--- src/include/dav_pkg.sv ---
// Shared definitions for the display audio verb responder: verb codes,
// parameter ids, fixed capability words, node map and state layouts.
// Assumes verbs are already deserialised from the codec link.
package dav_pkg;

  // ----------------------------------------------------------------
  // Verb codes (12-bit ids, and 4-bit ids carrying a 16-bit payload)
  // ----------------------------------------------------------------
  localparam logic [11:0] VERB_PARAM_RD  = 12'hF00;
  localparam logic [11:0] VERB_SEL_WR    = 12'h701;
  localparam logic [11:0] VERB_SEL_RD    = 12'hF01;
  localparam logic [11:0] VERB_ENTRY_RD  = 12'hF02;
  localparam logic [11:0] VERB_PWR_WR    = 12'h705;
  localparam logic [11:0] VERB_PWR_RD    = 12'hF05;
  localparam logic [11:0] VERB_STRM_WR   = 12'h706;
  localparam logic [11:0] VERB_STRM_RD   = 12'hF06;
  localparam logic [11:0] VERB_PINCTL_WR = 12'h707;
  localparam logic [11:0] VERB_PINCTL_RD = 12'hF07;
  localparam logic [11:0] VERB_UNSOL_WR  = 12'h708;
  localparam logic [11:0] VERB_UNSOL_RD  = 12'hF08;
  localparam logic [11:0] VERB_DIG_RD    = 12'hF0D;
  localparam logic [11:0] VERB_DIG1_WR   = 12'h70D;
  localparam logic [11:0] VERB_DIG2_WR   = 12'h70E;
  localparam logic [11:0] VERB_DIG3_WR   = 12'h73E;
  localparam logic [11:0] VERB_DIG4_WR   = 12'h73F;
  localparam logic [11:0] VERB_CNT_WR    = 12'h72D;
  localparam logic [11:0] VERB_CNT_RD    = 12'hF2D;
  localparam logic [3:0]  VERB_MUTE_WR   = 4'h3;
  localparam logic [3:0]  VERB_MUTE_RD   = 4'hB;

  // ----------------------------------------------------------------
  // Parameter ids and fixed answers
  // ----------------------------------------------------------------
  localparam logic [7:0]  PARAM_WIDGET_CAPS = 8'h09;
  localparam logic [7:0]  PARAM_PIN_CAPS    = 8'h0C;
  localparam logic [7:0]  PARAM_CONN_LEN    = 8'h0E;
  localparam logic [7:0]  PARAM_PWR_STATES  = 8'h0F;
  localparam logic [7:0]  PARAM_OUT_AMP     = 8'h12;
  localparam logic [7:0]  PARAM_DEV_LEN     = 8'h15;
  localparam logic [31:0] PWR_STATES_VAL    = 32'h80000009;
  localparam logic [31:0] PIN_WIDGET_VAL    = 32'h0040678D;
  localparam logic [31:0] PIN_CAPS_BASIC    = 32'h09000094;
  localparam int          MULTISTREAM_BIT   = 25;
  localparam logic [31:0] CONN_LEN_VAL      = 32'h00000003;
  localparam logic [31:0] OUT_AMP_VAL       = 32'h80000000;
  localparam logic [31:0] DEV_LEN_VAL       = 32'h00000000;
  localparam logic [7:0]  CONN_ENTRY_BASE   = 8'h02;
  localparam int          MUTE_BIT          = 7;

  // ----------------------------------------------------------------
  // Node map and power codes
  // ----------------------------------------------------------------
  localparam int         NODE_COUNT     = 3;
  localparam logic [7:0] CONV_FIRST     = 8'h02;
  localparam logic [7:0] CONV_LAST      = 8'h04;
  localparam logic [7:0] PIN_FIRST      = 8'h05;
  localparam logic [7:0] PIN_LAST       = 8'h07;
  localparam logic [1:0] PWR_D0         = 2'h0;
  localparam logic [1:0] PWR_D3         = 2'h3;

  typedef enum logic [4:0] {
    OP_NONE       = 5'h00, OP_PARAM_GET  = 5'h01, OP_PWR_SET    = 5'h02,
    OP_PWR_GET    = 5'h03, OP_STRM_SET   = 5'h04, OP_STRM_GET   = 5'h05,
    OP_DIG_GET    = 5'h06, OP_DIG1_SET   = 5'h07, OP_DIG2_SET   = 5'h08,
    OP_DIG3_SET   = 5'h09, OP_DIG4_SET   = 5'h0A, OP_CNT_SET    = 5'h0B,
    OP_CNT_GET    = 5'h0C, OP_MUTE_SET   = 5'h0D, OP_MUTE_GET   = 5'h0E,
    OP_SEL_SET    = 5'h0F, OP_SEL_GET    = 5'h10, OP_ENTRY_GET  = 5'h11,
    OP_PINCTL_SET = 5'h12, OP_PINCTL_GET = 5'h13, OP_UNSOL_SET  = 5'h14,
    OP_UNSOL_GET  = 5'h15
  } dav_op_t;

  // ----------------------------------------------------------------
  // Carriers and state layouts
  // ----------------------------------------------------------------
  typedef struct packed {
    logic        valid;
    logic [7:0]  node;
    logic [19:0] cmd;
  } dav_verb_t;

  typedef struct packed {
    logic        valid;
    logic [31:0] data;
  } dav_resp_t;

  typedef struct packed {
    logic       valid;
    logic [7:0] node;
    logic [5:0] tag;
  } dav_unsol_t;

  typedef struct packed {
    logic [20:0] rsvd_hi;
    logic        settings_reset_flag;
    logic        clock_stop_permitted;
    logic        error_flag;
    logic [1:0]  rsvd_mid;
    logic [1:0]  actual_state_field;
    logic [1:0]  rsvd_lo;
    logic [1:0]  echoed_request_field;
  } dav_pwr_report_t;

  typedef struct packed {
    logic generation_level;
    logic professional_use;
    logic non_pcm;
    logic copyright;
    logic pre_emphasis;
    logic validity_config;
    logic validity;
    logic digital_enable;
  } dav_dig1_t;

  typedef struct packed {
    logic [7:0] rsvd_hi;
    logic       keep_alive;
    logic [2:0] rsvd_mid;
    logic [3:0] coding_type;
    logic       rsvd_lo;
    logic [6:0] category_code;
    dav_dig1_t  byte1;
  } dav_dig_report_t;

  typedef struct packed {
    logic [1:0] pwr_req;
    logic [1:0] pwr_actual;
    logic [3:0] link_stream_number;
    logic [3:0] lowest_channel;
    dav_dig1_t  dig1;
    logic [6:0] category_code;
    logic       keep_alive;
    logic [3:0] coding_type;
    logic [3:0] chan_count;
  } dav_conv_cfg_t;

  typedef struct packed {
    logic [1:0] pwr_req;
    logic [1:0] pwr_actual;
    logic       mute;
    logic       output_enable;
    logic [1:0] packet_type_code;
    logic       unsolicited_enable;
    logic [5:0] unsol_tag;
    logic [7:0] conn_select;
  } dav_pin_cfg_t;

  localparam dav_conv_cfg_t CONV_RST = '{pwr_req: PWR_D3, pwr_actual: PWR_D3,
    link_stream_number: 4'h0, lowest_channel: 4'h0, dig1: 8'h01,
    category_code: 7'h00, keep_alive: 1'b1, coding_type: 4'h0, chan_count: 4'h0};
  localparam dav_pin_cfg_t PIN_RST = '{pwr_req: PWR_D3, pwr_actual: PWR_D3,
    mute: 1'b1, output_enable: 1'b1, packet_type_code: 2'h0,
    unsolicited_enable: 1'b0, unsol_tag: 6'h00, conn_select: 8'h00};

endpackage

--- src/core/dav_conv_node.sv ---
// One output converter node: holds stream, digital converter and
// channel count settings. Assumes op is OP_NONE unless this node is addressed.
`timescale 1ns/10ps
module dav_conv_node
  import dav_pkg::*;
(
  input  wire logic    clk,
  input  wire logic    rst,
  input  wire dav_op_t op,
  input  wire logic [7:0] payload,
  output dav_conv_cfg_t   cfg
);
  dav_conv_cfg_t next_cfg;

  always_comb begin
    next_cfg = cfg;
    next_cfg.pwr_actual = cfg.pwr_req;
    case (op)
      OP_PWR_SET:  next_cfg.pwr_req = payload[1:0];
      OP_STRM_SET: begin
        next_cfg.link_stream_number = payload[7:4];
        next_cfg.lowest_channel     = payload[3:0];
      end
      OP_DIG1_SET: next_cfg.dig1 = payload;
      OP_DIG2_SET: next_cfg.category_code = payload[6:0];
      OP_DIG3_SET: begin
        next_cfg.keep_alive  = payload[7];
        next_cfg.coding_type = payload[3:0];
      end
      OP_CNT_SET:  next_cfg.chan_count = payload[3:0];
      default: ;
    endcase
  end

  always_ff @(posedge clk or posedge rst) begin
    if (rst) begin
      cfg <= CONV_RST;
    end else begin
      cfg <= next_cfg;
    end
  end
endmodule // dav_conv_node

--- src/core/dav_pin_node.sv ---
// One pin complex node: holds mute, pin control, connection select and
// unsolicited enable. Assumes op is OP_NONE unless this node is addressed.
`timescale 1ns/10ps
module dav_pin_node
  import dav_pkg::*;
(
  input  wire logic        clk,
  input  wire logic        rst,
  input  wire dav_op_t     op,
  input  wire logic [15:0] payload,
  output dav_pin_cfg_t     cfg
);
  dav_pin_cfg_t next_cfg;

  always_comb begin
    next_cfg = cfg;
    next_cfg.pwr_actual = cfg.pwr_req;
    case (op)
      OP_PWR_SET: next_cfg.pwr_req = payload[1:0];
      OP_MUTE_SET: begin
        // Only the output amp exists; input-amp requests are dropped
        if (payload[15]) begin
          next_cfg.mute = payload[MUTE_BIT];
        end
      end
      OP_SEL_SET: next_cfg.conn_select = payload[7:0];
      OP_PINCTL_SET: begin
        next_cfg.output_enable    = payload[6];
        next_cfg.packet_type_code = payload[1:0];
      end
      OP_UNSOL_SET: begin
        next_cfg.unsolicited_enable = payload[7];
        next_cfg.unsol_tag          = payload[5:0];
      end
      default: ;
    endcase
  end

  always_ff @(posedge clk or posedge rst) begin
    if (rst) begin
      cfg <= PIN_RST;
    end else begin
      cfg <= next_cfg;
    end
  end
endmodule // dav_pin_node

--- src/core/dav_verb_responder.sv ---
// Verb responder for the display audio codec: decodes set and get verbs
// for three converter nodes and three pin nodes and answers each one.
// Assumes verbs arrive deserialised, one per valid strobe, synchronous to clk.
`timescale 1ns/10ps
// Operation
// - Supported states: extended bit, D3, D0
// - Power report echoes last requested state
// - Power report shows actual state, reset D3
// - Settings reset flag always reads zero
// - Power error flag always reads zero
// - Clock stop permitted flag reads zero
// - Stream and lowest channel stored, readable
// - Digital report packs keep-alive, type, category
// - First digital byte fields; enable resets one
// - Validity bit drives every sub-frame flag
// - Second digital byte holds seven-bit category
// - Third byte: keep-alive, coding type; fourth ignored
// - Channel count minus one, stored, readable
// - Mute payload: selects, index, mute bit
// - Mute report: bit seven only, resets one
// - Pin widget capabilities word is fixed
// - Pin capabilities; multistream zero in basic mode
// - Connection list length: short form, three
// - Entry per pin: 05h-02h, 06h-03h, 07h-04h
// - Pin control: output enable, packet type
// - Unsolicited responses only while enabled
module dav_verb_responder
  import dav_pkg::*;
(
  input  wire logic                  clk,
  input  wire logic                  rst,
  input  wire dav_verb_t             verb,
  input  wire logic                  mst_mode,
  input  wire logic [NODE_COUNT-1:0] pin_event,
  output dav_resp_t                  resp,
  output dav_unsol_t                 unsol,
  output logic [NODE_COUNT-1:0]      subframe_validity,
  output dav_conv_cfg_t              conv_cfg [NODE_COUNT],
  output dav_pin_cfg_t               pin_cfg [NODE_COUNT]
);

  // ----------------------------------------------------------------
  // Verb decode
  // ----------------------------------------------------------------
  dav_op_t       raw_op;
  dav_op_t       op;
  logic          conv_hit;
  logic          pin_hit;
  logic [1:0]    conv_idx;
  logic [1:0]    pin_idx;
  dav_op_t       conv_op [NODE_COUNT];
  dav_op_t       pin_op [NODE_COUNT];

  always_comb begin
    conv_hit = verb.valid && (verb.node >= CONV_FIRST) && (verb.node <= CONV_LAST);
    pin_hit  = verb.valid && (verb.node >= PIN_FIRST) && (verb.node <= PIN_LAST);
    conv_idx = verb.node[1:0] - CONV_FIRST[1:0];
    pin_idx  = verb.node[1:0] - PIN_FIRST[1:0];
    raw_op   = OP_NONE;
    if (verb.cmd[19:16] == VERB_MUTE_WR) begin
      raw_op = OP_MUTE_SET;
    end else if (verb.cmd[19:16] == VERB_MUTE_RD) begin
      raw_op = OP_MUTE_GET;
    end else begin
      case (verb.cmd[19:8])
        VERB_PARAM_RD:  raw_op = OP_PARAM_GET;
        VERB_PWR_WR:    raw_op = OP_PWR_SET;
        VERB_PWR_RD:    raw_op = OP_PWR_GET;
        VERB_STRM_WR:   raw_op = OP_STRM_SET;
        VERB_STRM_RD:   raw_op = OP_STRM_GET;
        VERB_DIG_RD:    raw_op = OP_DIG_GET;
        VERB_DIG1_WR:   raw_op = OP_DIG1_SET;
        VERB_DIG2_WR:   raw_op = OP_DIG2_SET;
        VERB_DIG3_WR:   raw_op = OP_DIG3_SET;
        VERB_DIG4_WR:   raw_op = OP_DIG4_SET;
        VERB_CNT_WR:    raw_op = OP_CNT_SET;
        VERB_CNT_RD:    raw_op = OP_CNT_GET;
        VERB_SEL_WR:    raw_op = OP_SEL_SET;
        VERB_SEL_RD:    raw_op = OP_SEL_GET;
        VERB_ENTRY_RD:  raw_op = OP_ENTRY_GET;
        VERB_PINCTL_WR: raw_op = OP_PINCTL_SET;
        VERB_PINCTL_RD: raw_op = OP_PINCTL_GET;
        VERB_UNSOL_WR:  raw_op = OP_UNSOL_SET;
        VERB_UNSOL_RD:  raw_op = OP_UNSOL_GET;
        default:        raw_op = OP_NONE;
      endcase
    end
    // A verb meant for the other node class is dropped as unknown
    case (raw_op)
      OP_PARAM_GET, OP_PWR_SET, OP_PWR_GET: begin
        op = (conv_hit || pin_hit) ? raw_op : OP_NONE;
      end
      OP_STRM_SET, OP_STRM_GET, OP_DIG_GET, OP_DIG1_SET, OP_DIG2_SET,
      OP_DIG3_SET, OP_DIG4_SET, OP_CNT_SET, OP_CNT_GET: begin
        op = conv_hit ? raw_op : OP_NONE;
      end
      OP_MUTE_SET, OP_MUTE_GET, OP_SEL_SET, OP_SEL_GET, OP_ENTRY_GET,
      OP_PINCTL_SET, OP_PINCTL_GET, OP_UNSOL_SET, OP_UNSOL_GET: begin
        op = pin_hit ? raw_op : OP_NONE;
      end
      default: op = OP_NONE;
    endcase
  end

  // ----------------------------------------------------------------
  // Node state
  // ----------------------------------------------------------------
  for (genvar k = 0; k < NODE_COUNT; k++) begin : g_node
    assign conv_op[k] = (conv_hit && conv_idx == 2'(k)) ? op : OP_NONE;
    assign pin_op[k]  = (pin_hit && pin_idx == 2'(k)) ? op : OP_NONE;

    dav_conv_node u_conv (
      .clk     (clk),
      .rst     (rst),
      .op      (conv_op[k]),
      .payload (verb.cmd[7:0]),
      .cfg     (conv_cfg[k])
    );

    dav_pin_node u_pin (
      .clk     (clk),
      .rst     (rst),
      .op      (pin_op[k]),
      .payload (verb.cmd[15:0]),
      .cfg     (pin_cfg[k])
    );
  end

  // ----------------------------------------------------------------
  // Response
  // ----------------------------------------------------------------
  dav_conv_cfg_t   cur_conv;
  dav_pin_cfg_t    cur_pin;
  dav_pwr_report_t pwr_rep;
  dav_dig_report_t dig_rep;
  logic [31:0]     rsp_data;
  dav_resp_t       next_resp;
  dav_op_t         resp_op;
  dav_op_t         next_resp_op;

  always_comb begin
    cur_conv = (conv_idx < 2'(NODE_COUNT)) ? conv_cfg[conv_idx] : CONV_RST;
    cur_pin  = (pin_idx < 2'(NODE_COUNT)) ? pin_cfg[pin_idx] : PIN_RST;
    pwr_rep  = '0;
    pwr_rep.echoed_request_field = conv_hit ? cur_conv.pwr_req : cur_pin.pwr_req;
    pwr_rep.actual_state_field = conv_hit ? cur_conv.pwr_actual : cur_pin.pwr_actual;
    dig_rep = '0;
    dig_rep.keep_alive    = cur_conv.keep_alive;
    dig_rep.coding_type   = cur_conv.coding_type;
    dig_rep.category_code = cur_conv.category_code;
    dig_rep.byte1         = cur_conv.dig1;
    rsp_data = '0;
    case (op)
      OP_PARAM_GET: begin
        case (verb.cmd[7:0])
          PARAM_PWR_STATES:  rsp_data = PWR_STATES_VAL;
          PARAM_WIDGET_CAPS: rsp_data = pin_hit ? PIN_WIDGET_VAL : '0;
          PARAM_PIN_CAPS: begin
            if (pin_hit) begin
              rsp_data = PIN_CAPS_BASIC;
              rsp_data[MULTISTREAM_BIT] = mst_mode;
            end
          end
          PARAM_CONN_LEN:    rsp_data = pin_hit ? CONN_LEN_VAL : '0;
          PARAM_OUT_AMP:     rsp_data = pin_hit ? OUT_AMP_VAL : '0;
          PARAM_DEV_LEN:     rsp_data = pin_hit ? DEV_LEN_VAL : '0;
          default:           rsp_data = '0;
        endcase
      end
      OP_PWR_GET:    rsp_data = pwr_rep;
      OP_STRM_GET:   rsp_data = {24'h000000, cur_conv.link_stream_number,
                                 cur_conv.lowest_channel};
      OP_DIG_GET:    rsp_data = dig_rep;
      OP_CNT_GET:    rsp_data = {28'h0000000, cur_conv.chan_count};
      OP_MUTE_GET: begin
        // Input amp is absent, so only an output-amp read sees the mute
        rsp_data[MUTE_BIT] = verb.cmd[15] & cur_pin.mute;
      end
      OP_SEL_GET:    rsp_data = {24'h000000, cur_pin.conn_select};
      OP_ENTRY_GET:  rsp_data = {24'h000000, CONN_ENTRY_BASE + {6'h00, pin_idx}};
      OP_PINCTL_GET: rsp_data = {25'h0000000, cur_pin.output_enable, 4'h0,
                                 cur_pin.packet_type_code};
      OP_UNSOL_GET:  rsp_data = {24'h000000, cur_pin.unsolicited_enable, 1'b0,
                                 cur_pin.unsol_tag};
      default:       rsp_data = '0;
    endcase
    next_resp.valid = verb.valid;
    next_resp.data  = rsp_data;
    next_resp_op    = op;
  end

  always_ff @(posedge clk or posedge rst) begin
    if (rst) begin
      resp    <= '0;
      resp_op <= OP_NONE;
    end else begin
      resp    <= next_resp;
      resp_op <= next_resp_op;
    end
  end

  // ----------------------------------------------------------------
  // Sub-frame validity and unsolicited responses
  // ----------------------------------------------------------------
  logic [NODE_COUNT-1:0] pending;
  logic [NODE_COUNT-1:0] next_pending;
  logic [NODE_COUNT-1:0] enabled;
  logic [NODE_COUNT-1:0] sent;
  logic [NODE_COUNT-1:0] next_validity;
  dav_unsol_t            next_unsol;

  always_comb begin
    for (int i = 0; i < NODE_COUNT; i++) begin
      enabled[i]       = pin_cfg[i].unsolicited_enable;
      next_validity[i] = conv_cfg[i].dig1.validity;
    end
    sent       = '0;
    next_unsol = '0;
    for (int i = NODE_COUNT - 1; i >= 0; i--) begin
      if (pending[i] && enabled[i]) begin
        sent                = '0;
        sent[i]             = 1'b1;
        next_unsol.valid    = 1'b1;
        next_unsol.node     = PIN_FIRST + 8'(i);
        next_unsol.tag      = pin_cfg[i].unsol_tag;
      end
    end
    // A new event wins over the clear of the one being sent; disabling drops it
    next_pending = ((pending & ~sent) | pin_event) & enabled;
  end

  always_ff @(posedge clk or posedge rst) begin
    if (rst) begin
      pending           <= '0;
      unsol             <= '0;
      subframe_validity <= '0;
    end else begin
      pending           <= next_pending;
      unsol             <= next_unsol;
      subframe_validity <= next_validity;
    end
  end
endmodule // dav_verb_responder

--- config.mk ---
export PLATFORM = sky130hd
export DESIGN_NAME = dav_verb_responder
export DESIGN_NICKNAME = d
export VERILOG_FILES = /design/src/include/dav_pkg.sv /design/src/core/dav_conv_node.sv /design/src/core/dav_pin_node.sv /design/src/core/dav_verb_responder.sv
export SDC_FILE = /design/constraint.sdc
export NUM_CORES = 1
export LEC_CHECK = 0
export ABC_CLOCK_PERIOD_IN_PS = 20400
export BUFFER_PORTS_ARGS = -buffer_cell sky130_fd_sc_hd__clkbuf_2
export CAP_MARGIN = 20
export CORE_AREA = 10 10 226 185
export CTS_BUF_LIST = sky130_fd_sc_hd__clkbuf_4 sky130_fd_sc_hd__clkbuf_8 sky130_fd_sc_hd__clkbuf_16
export DETAILED_ROUTE_END_ITERATION = 10
export DIE_AREA = 0 0 236 195
export GPL_ROUTABILITY_DRIVEN = 0
export REMOVE_ABC_BUFFERS = 1
export SLEW_MARGIN = 20
export SYNTH_ARGS = -nofsm -noshare
export SYNTH_HDL_FRONTEND = slang
export SYNTH_SLANG_ARGS = --single-unit
--- constraint.sdc ---
create_clock -name clk -period 20.4 [get_ports clk]
set_input_delay 3.06 -clock clk [delete_from_list [all_inputs] [get_ports clk]]
set_output_delay 3.06 -clock clk [all_outputs]
set_load 0.05 [all_outputs]
==> flow_summary.toml <==
[finish]
fin_nets = 1216
fin_util = 0.360
num_antenna_cells = 0
drive_above_1_share = 0.456
syn_to_final_growth_pct = 22.7
fillers = 3809
fin_area_um2 = 13500

[sta]
slew_violations = 0
period_share = 0.340
grt_setup_unrepaired = "no"
hold_viol_final = 0
setup_tns_ns = 0
layout_setup_ws_ns = 13.47
worstMarginPinSlew_ns = 1.01
fin_worst_skew_ns = 0.0185
maxSlewHeadroom = 0.321
setup_viol = 0
clock.fmax_ghz = 0.144
period_minus_slack_ns = 6.93

[clock_tree]
cts_tree = "yes"
path_clk_slew_ns = 0.06
post-cts-setup-buffers = 0
cts_buffer_depth = 3
clock-root-buffer = "clkbuf_16"
numClockSinks = 217
insertion_delay_ns = 0.54
cts_resized = 0
numCtsBuffers = 25
cts_hold_buffers = 0
cts_htree_levels = 1

[worst_setup_path]
cp_slowest_cell = "a31oi_1"
cp.required_ns = 20.82
slowest_delay_ns = 0.82
arrival_ns = 7.35
crit_chain = "buf_2 > inv_1 > ha_1 > a2111oi_2 > buf_4 > o211ai_1 > and2_1 > a31oi_1 > nor3b_2 > mux2_2"
cp-start-kind = "primary input"
rr_worst_depth = 7
crit_type = "in2reg"
crit_fanout = 22
end_kind = "register"

[synth]
yosysMostFrequentCell = "dfrtp_1"
yosys-top-cells-count = "181 x dfrtp_1, 159 x mux2_2, 83 x nor2_1"
synth.area.top_cells = "dfrtp_1 41%, mux2_2 16%, dfstp_2 8.6%, mux2i_1 4.7%, nor2_1 2.8%"
ys_async_sr_fraction = 1.00
synth_cell_type_count = 80
synth_edf_count = 0
ys_ff_latch = 217
yosysWarningCount = 0
avgSynthCellArea_um2 = 11.6
yosysTopAreaCell = "dfrtp_1"
synthesis.area_um2 = 11000
synth_top_area_frac = 0.412
yosysSeqAreaShare = 0.498
postSynthCellCount = 949
ys.flop_type = "dfrtp_1"

[die]
rows = 64
initial_utilization = 0.293
dieArea_um2 = 46000
core_area_um2 = 37600
die_w_um = 236
ios = 263
die_y_um = 195

[drt]
dr.pass1.iters = 8
drtIter0Drc = 767
route.vias.total = 8877
drc = 0
vias_per_cell = 5.26
ant_nets = 0
drt-total-wl_um = 40800
post_drt_wl_per_cell_um = 24.1

[power_and_ir_drop]
finalPower_uw = 930
leakage_nw = 6.63
peakVddDrop_mv = 0.0566
pwr_density_cell_nw_per_um2 = 68.9

[placed_design]
io_buffers = 250
dp_hpwl_um = 30500
pre_cts_ws_ns = 12.92
place_area_um2 = 12700

[run_status]
status = "complete, no violations"

[min_path]
holdCritPathClass = "reg2reg"
hold_depth = 0

[run]
max-cap-violations = 0

[global_routing]
track_usage = 0.170
grt_antenna_before_repair = 3
grt_pass1_wl_um = 60800
first_global_vias = 9158
grt_max_degree = 81
overflow = 0
registers in the layout (all words and copies together), names as in the netlist:
register	count
g_node.u_pin.cfg	69
unsol	9
g_node.u_conv.cfg	108
pending	3
resp	25
subframe_validity	3
path summary, 6_finish.rpt:
path	slack (ns)	start	to
min in group asynchronous	2.54	rst	subframe_validity[1]
worst min-delay path	0.39	g_node[0].u_pin.cfg[22]	g_node[0].u_pin.cfg[20]
worst min register to register	0.39	g_node[0].u_pin.cfg[22]	g_node[0].u_pin.cfg[20]
worst max register to register	18.34	g_node[1].u_pin.cfg[22]	resp[1]
max in group asynchronous	15.83	rst	resp[1]
worst max-delay path	13.47	verb[20]	g_node[1].u_conv.cfg[10]
cell families (layout without fill, tap and decap cells):
family,after synthesis,in the layout,synth area share
compound gates,167,167,0.106
xor+xnor,3,3,0.00239
fa+ha+maj,6,6,0.00682
buf+inv,81,315,0.0354
flops,217,217,0.498
mux,227,227,0.232
other cells,1,12,0.000341
simple gates,247,247,0.119
layout make-up:
| type | instances | area [µm²] | share of cell area |
|---|---|---|---|
| clock buffers | 37 | 747 | 0.0553 |
| inverters | 9 | 41.3 | 0.00306 |
| well taps | 495 | 619 | 0.0459 |
| repair buffers | 260 | 1330 | 0.0985 |
| flip-flops and latches | 217 | 5480 | 0.405 |
| clock inverters | 9 | 78.8 | 0.00584 |
| multi-input cells | 662 | 5210 | 0.386 |
report_power, final:
part | switching (mW) | leakage [nW] | internal (mW) | total, mW
registers | 0.0000407 | 2.90 | 0.431 | 0.431
clock network | 0.184 | 0.407 | 0.257 | 0.441
logic | 0.0451 | 3.32 | 0.0123 | 0.0574
cell usage in the layout (no fill, tap or decap), types with 5 or more instances in the layout:
| master | instances |
|---|---|
| clkbuf_2 | 249 |
| dfrtp_1 | 181 |
| mux2_2 | 159 |
| nor2_1 | 82 |
| mux2i_1 | 52 |
| a21oi_1 | 51 |
| nand2_1 | 44 |
| dfstp_2 | 36 |
| clkbuf_16 | 25 |
| o21ai_0 | 21 |
| nand3_1 | 17 |
| mux2_4 | 16 |
| nor3_1 | 15 |
| a22oi_1 | 14 |
| conb_1 | 12 |
| and2_1 | 10 |
| buf_4 | 9 |
| inv_1 | 8 |
| nand4_1 | 8 |
| o22ai_1 | 8 |
| nor2b_1 | 7 |
| o211ai_1 | 7 |
| nor3_2 | 7 |
| a221oi_1 | 7 |
| clkbuf_4 | 7 |
| o2111ai_1 | 6 |
| ha_1 | 6 |
| and3_1 | 5 |
| nand2b_1 | 5 |
| or3_1 | 5 |
| a31oi_1 | 5 |
| clkbuf_8 | 5 |
critical path, delay by kind of cell:
family | cells | cell delay, ns
AO/OA/AOI/OAI | 3 | 1.51
buffers and inverters | 3 | 1.28
AND/OR/NAND/NOR | 2 | 0.59
adder cells (fa/ha/maj) | 1 | 0.54
multiplexers | 1 | 0.35
stage by stage:
step | hold slack [ns] | instances
after floorplan | 0.479 | 888
after global placement | 0.382 | 1643
after detailed placement | 0.384 | 1643
after CTS | 0.393 | 1689
after global routing | 0.391 | 1689
final | 0.391 | 1689
routing by layer:
layer	up-vias	GRT usage	wire length, µm
li1	3942	-	-
met2	418	0.264	18300
met5	-	0	18
met4	4	0.0337	795
met1	4459	0.222	17600
met3	54	0.0613	4060
Power figures use the tool's default switching activity.
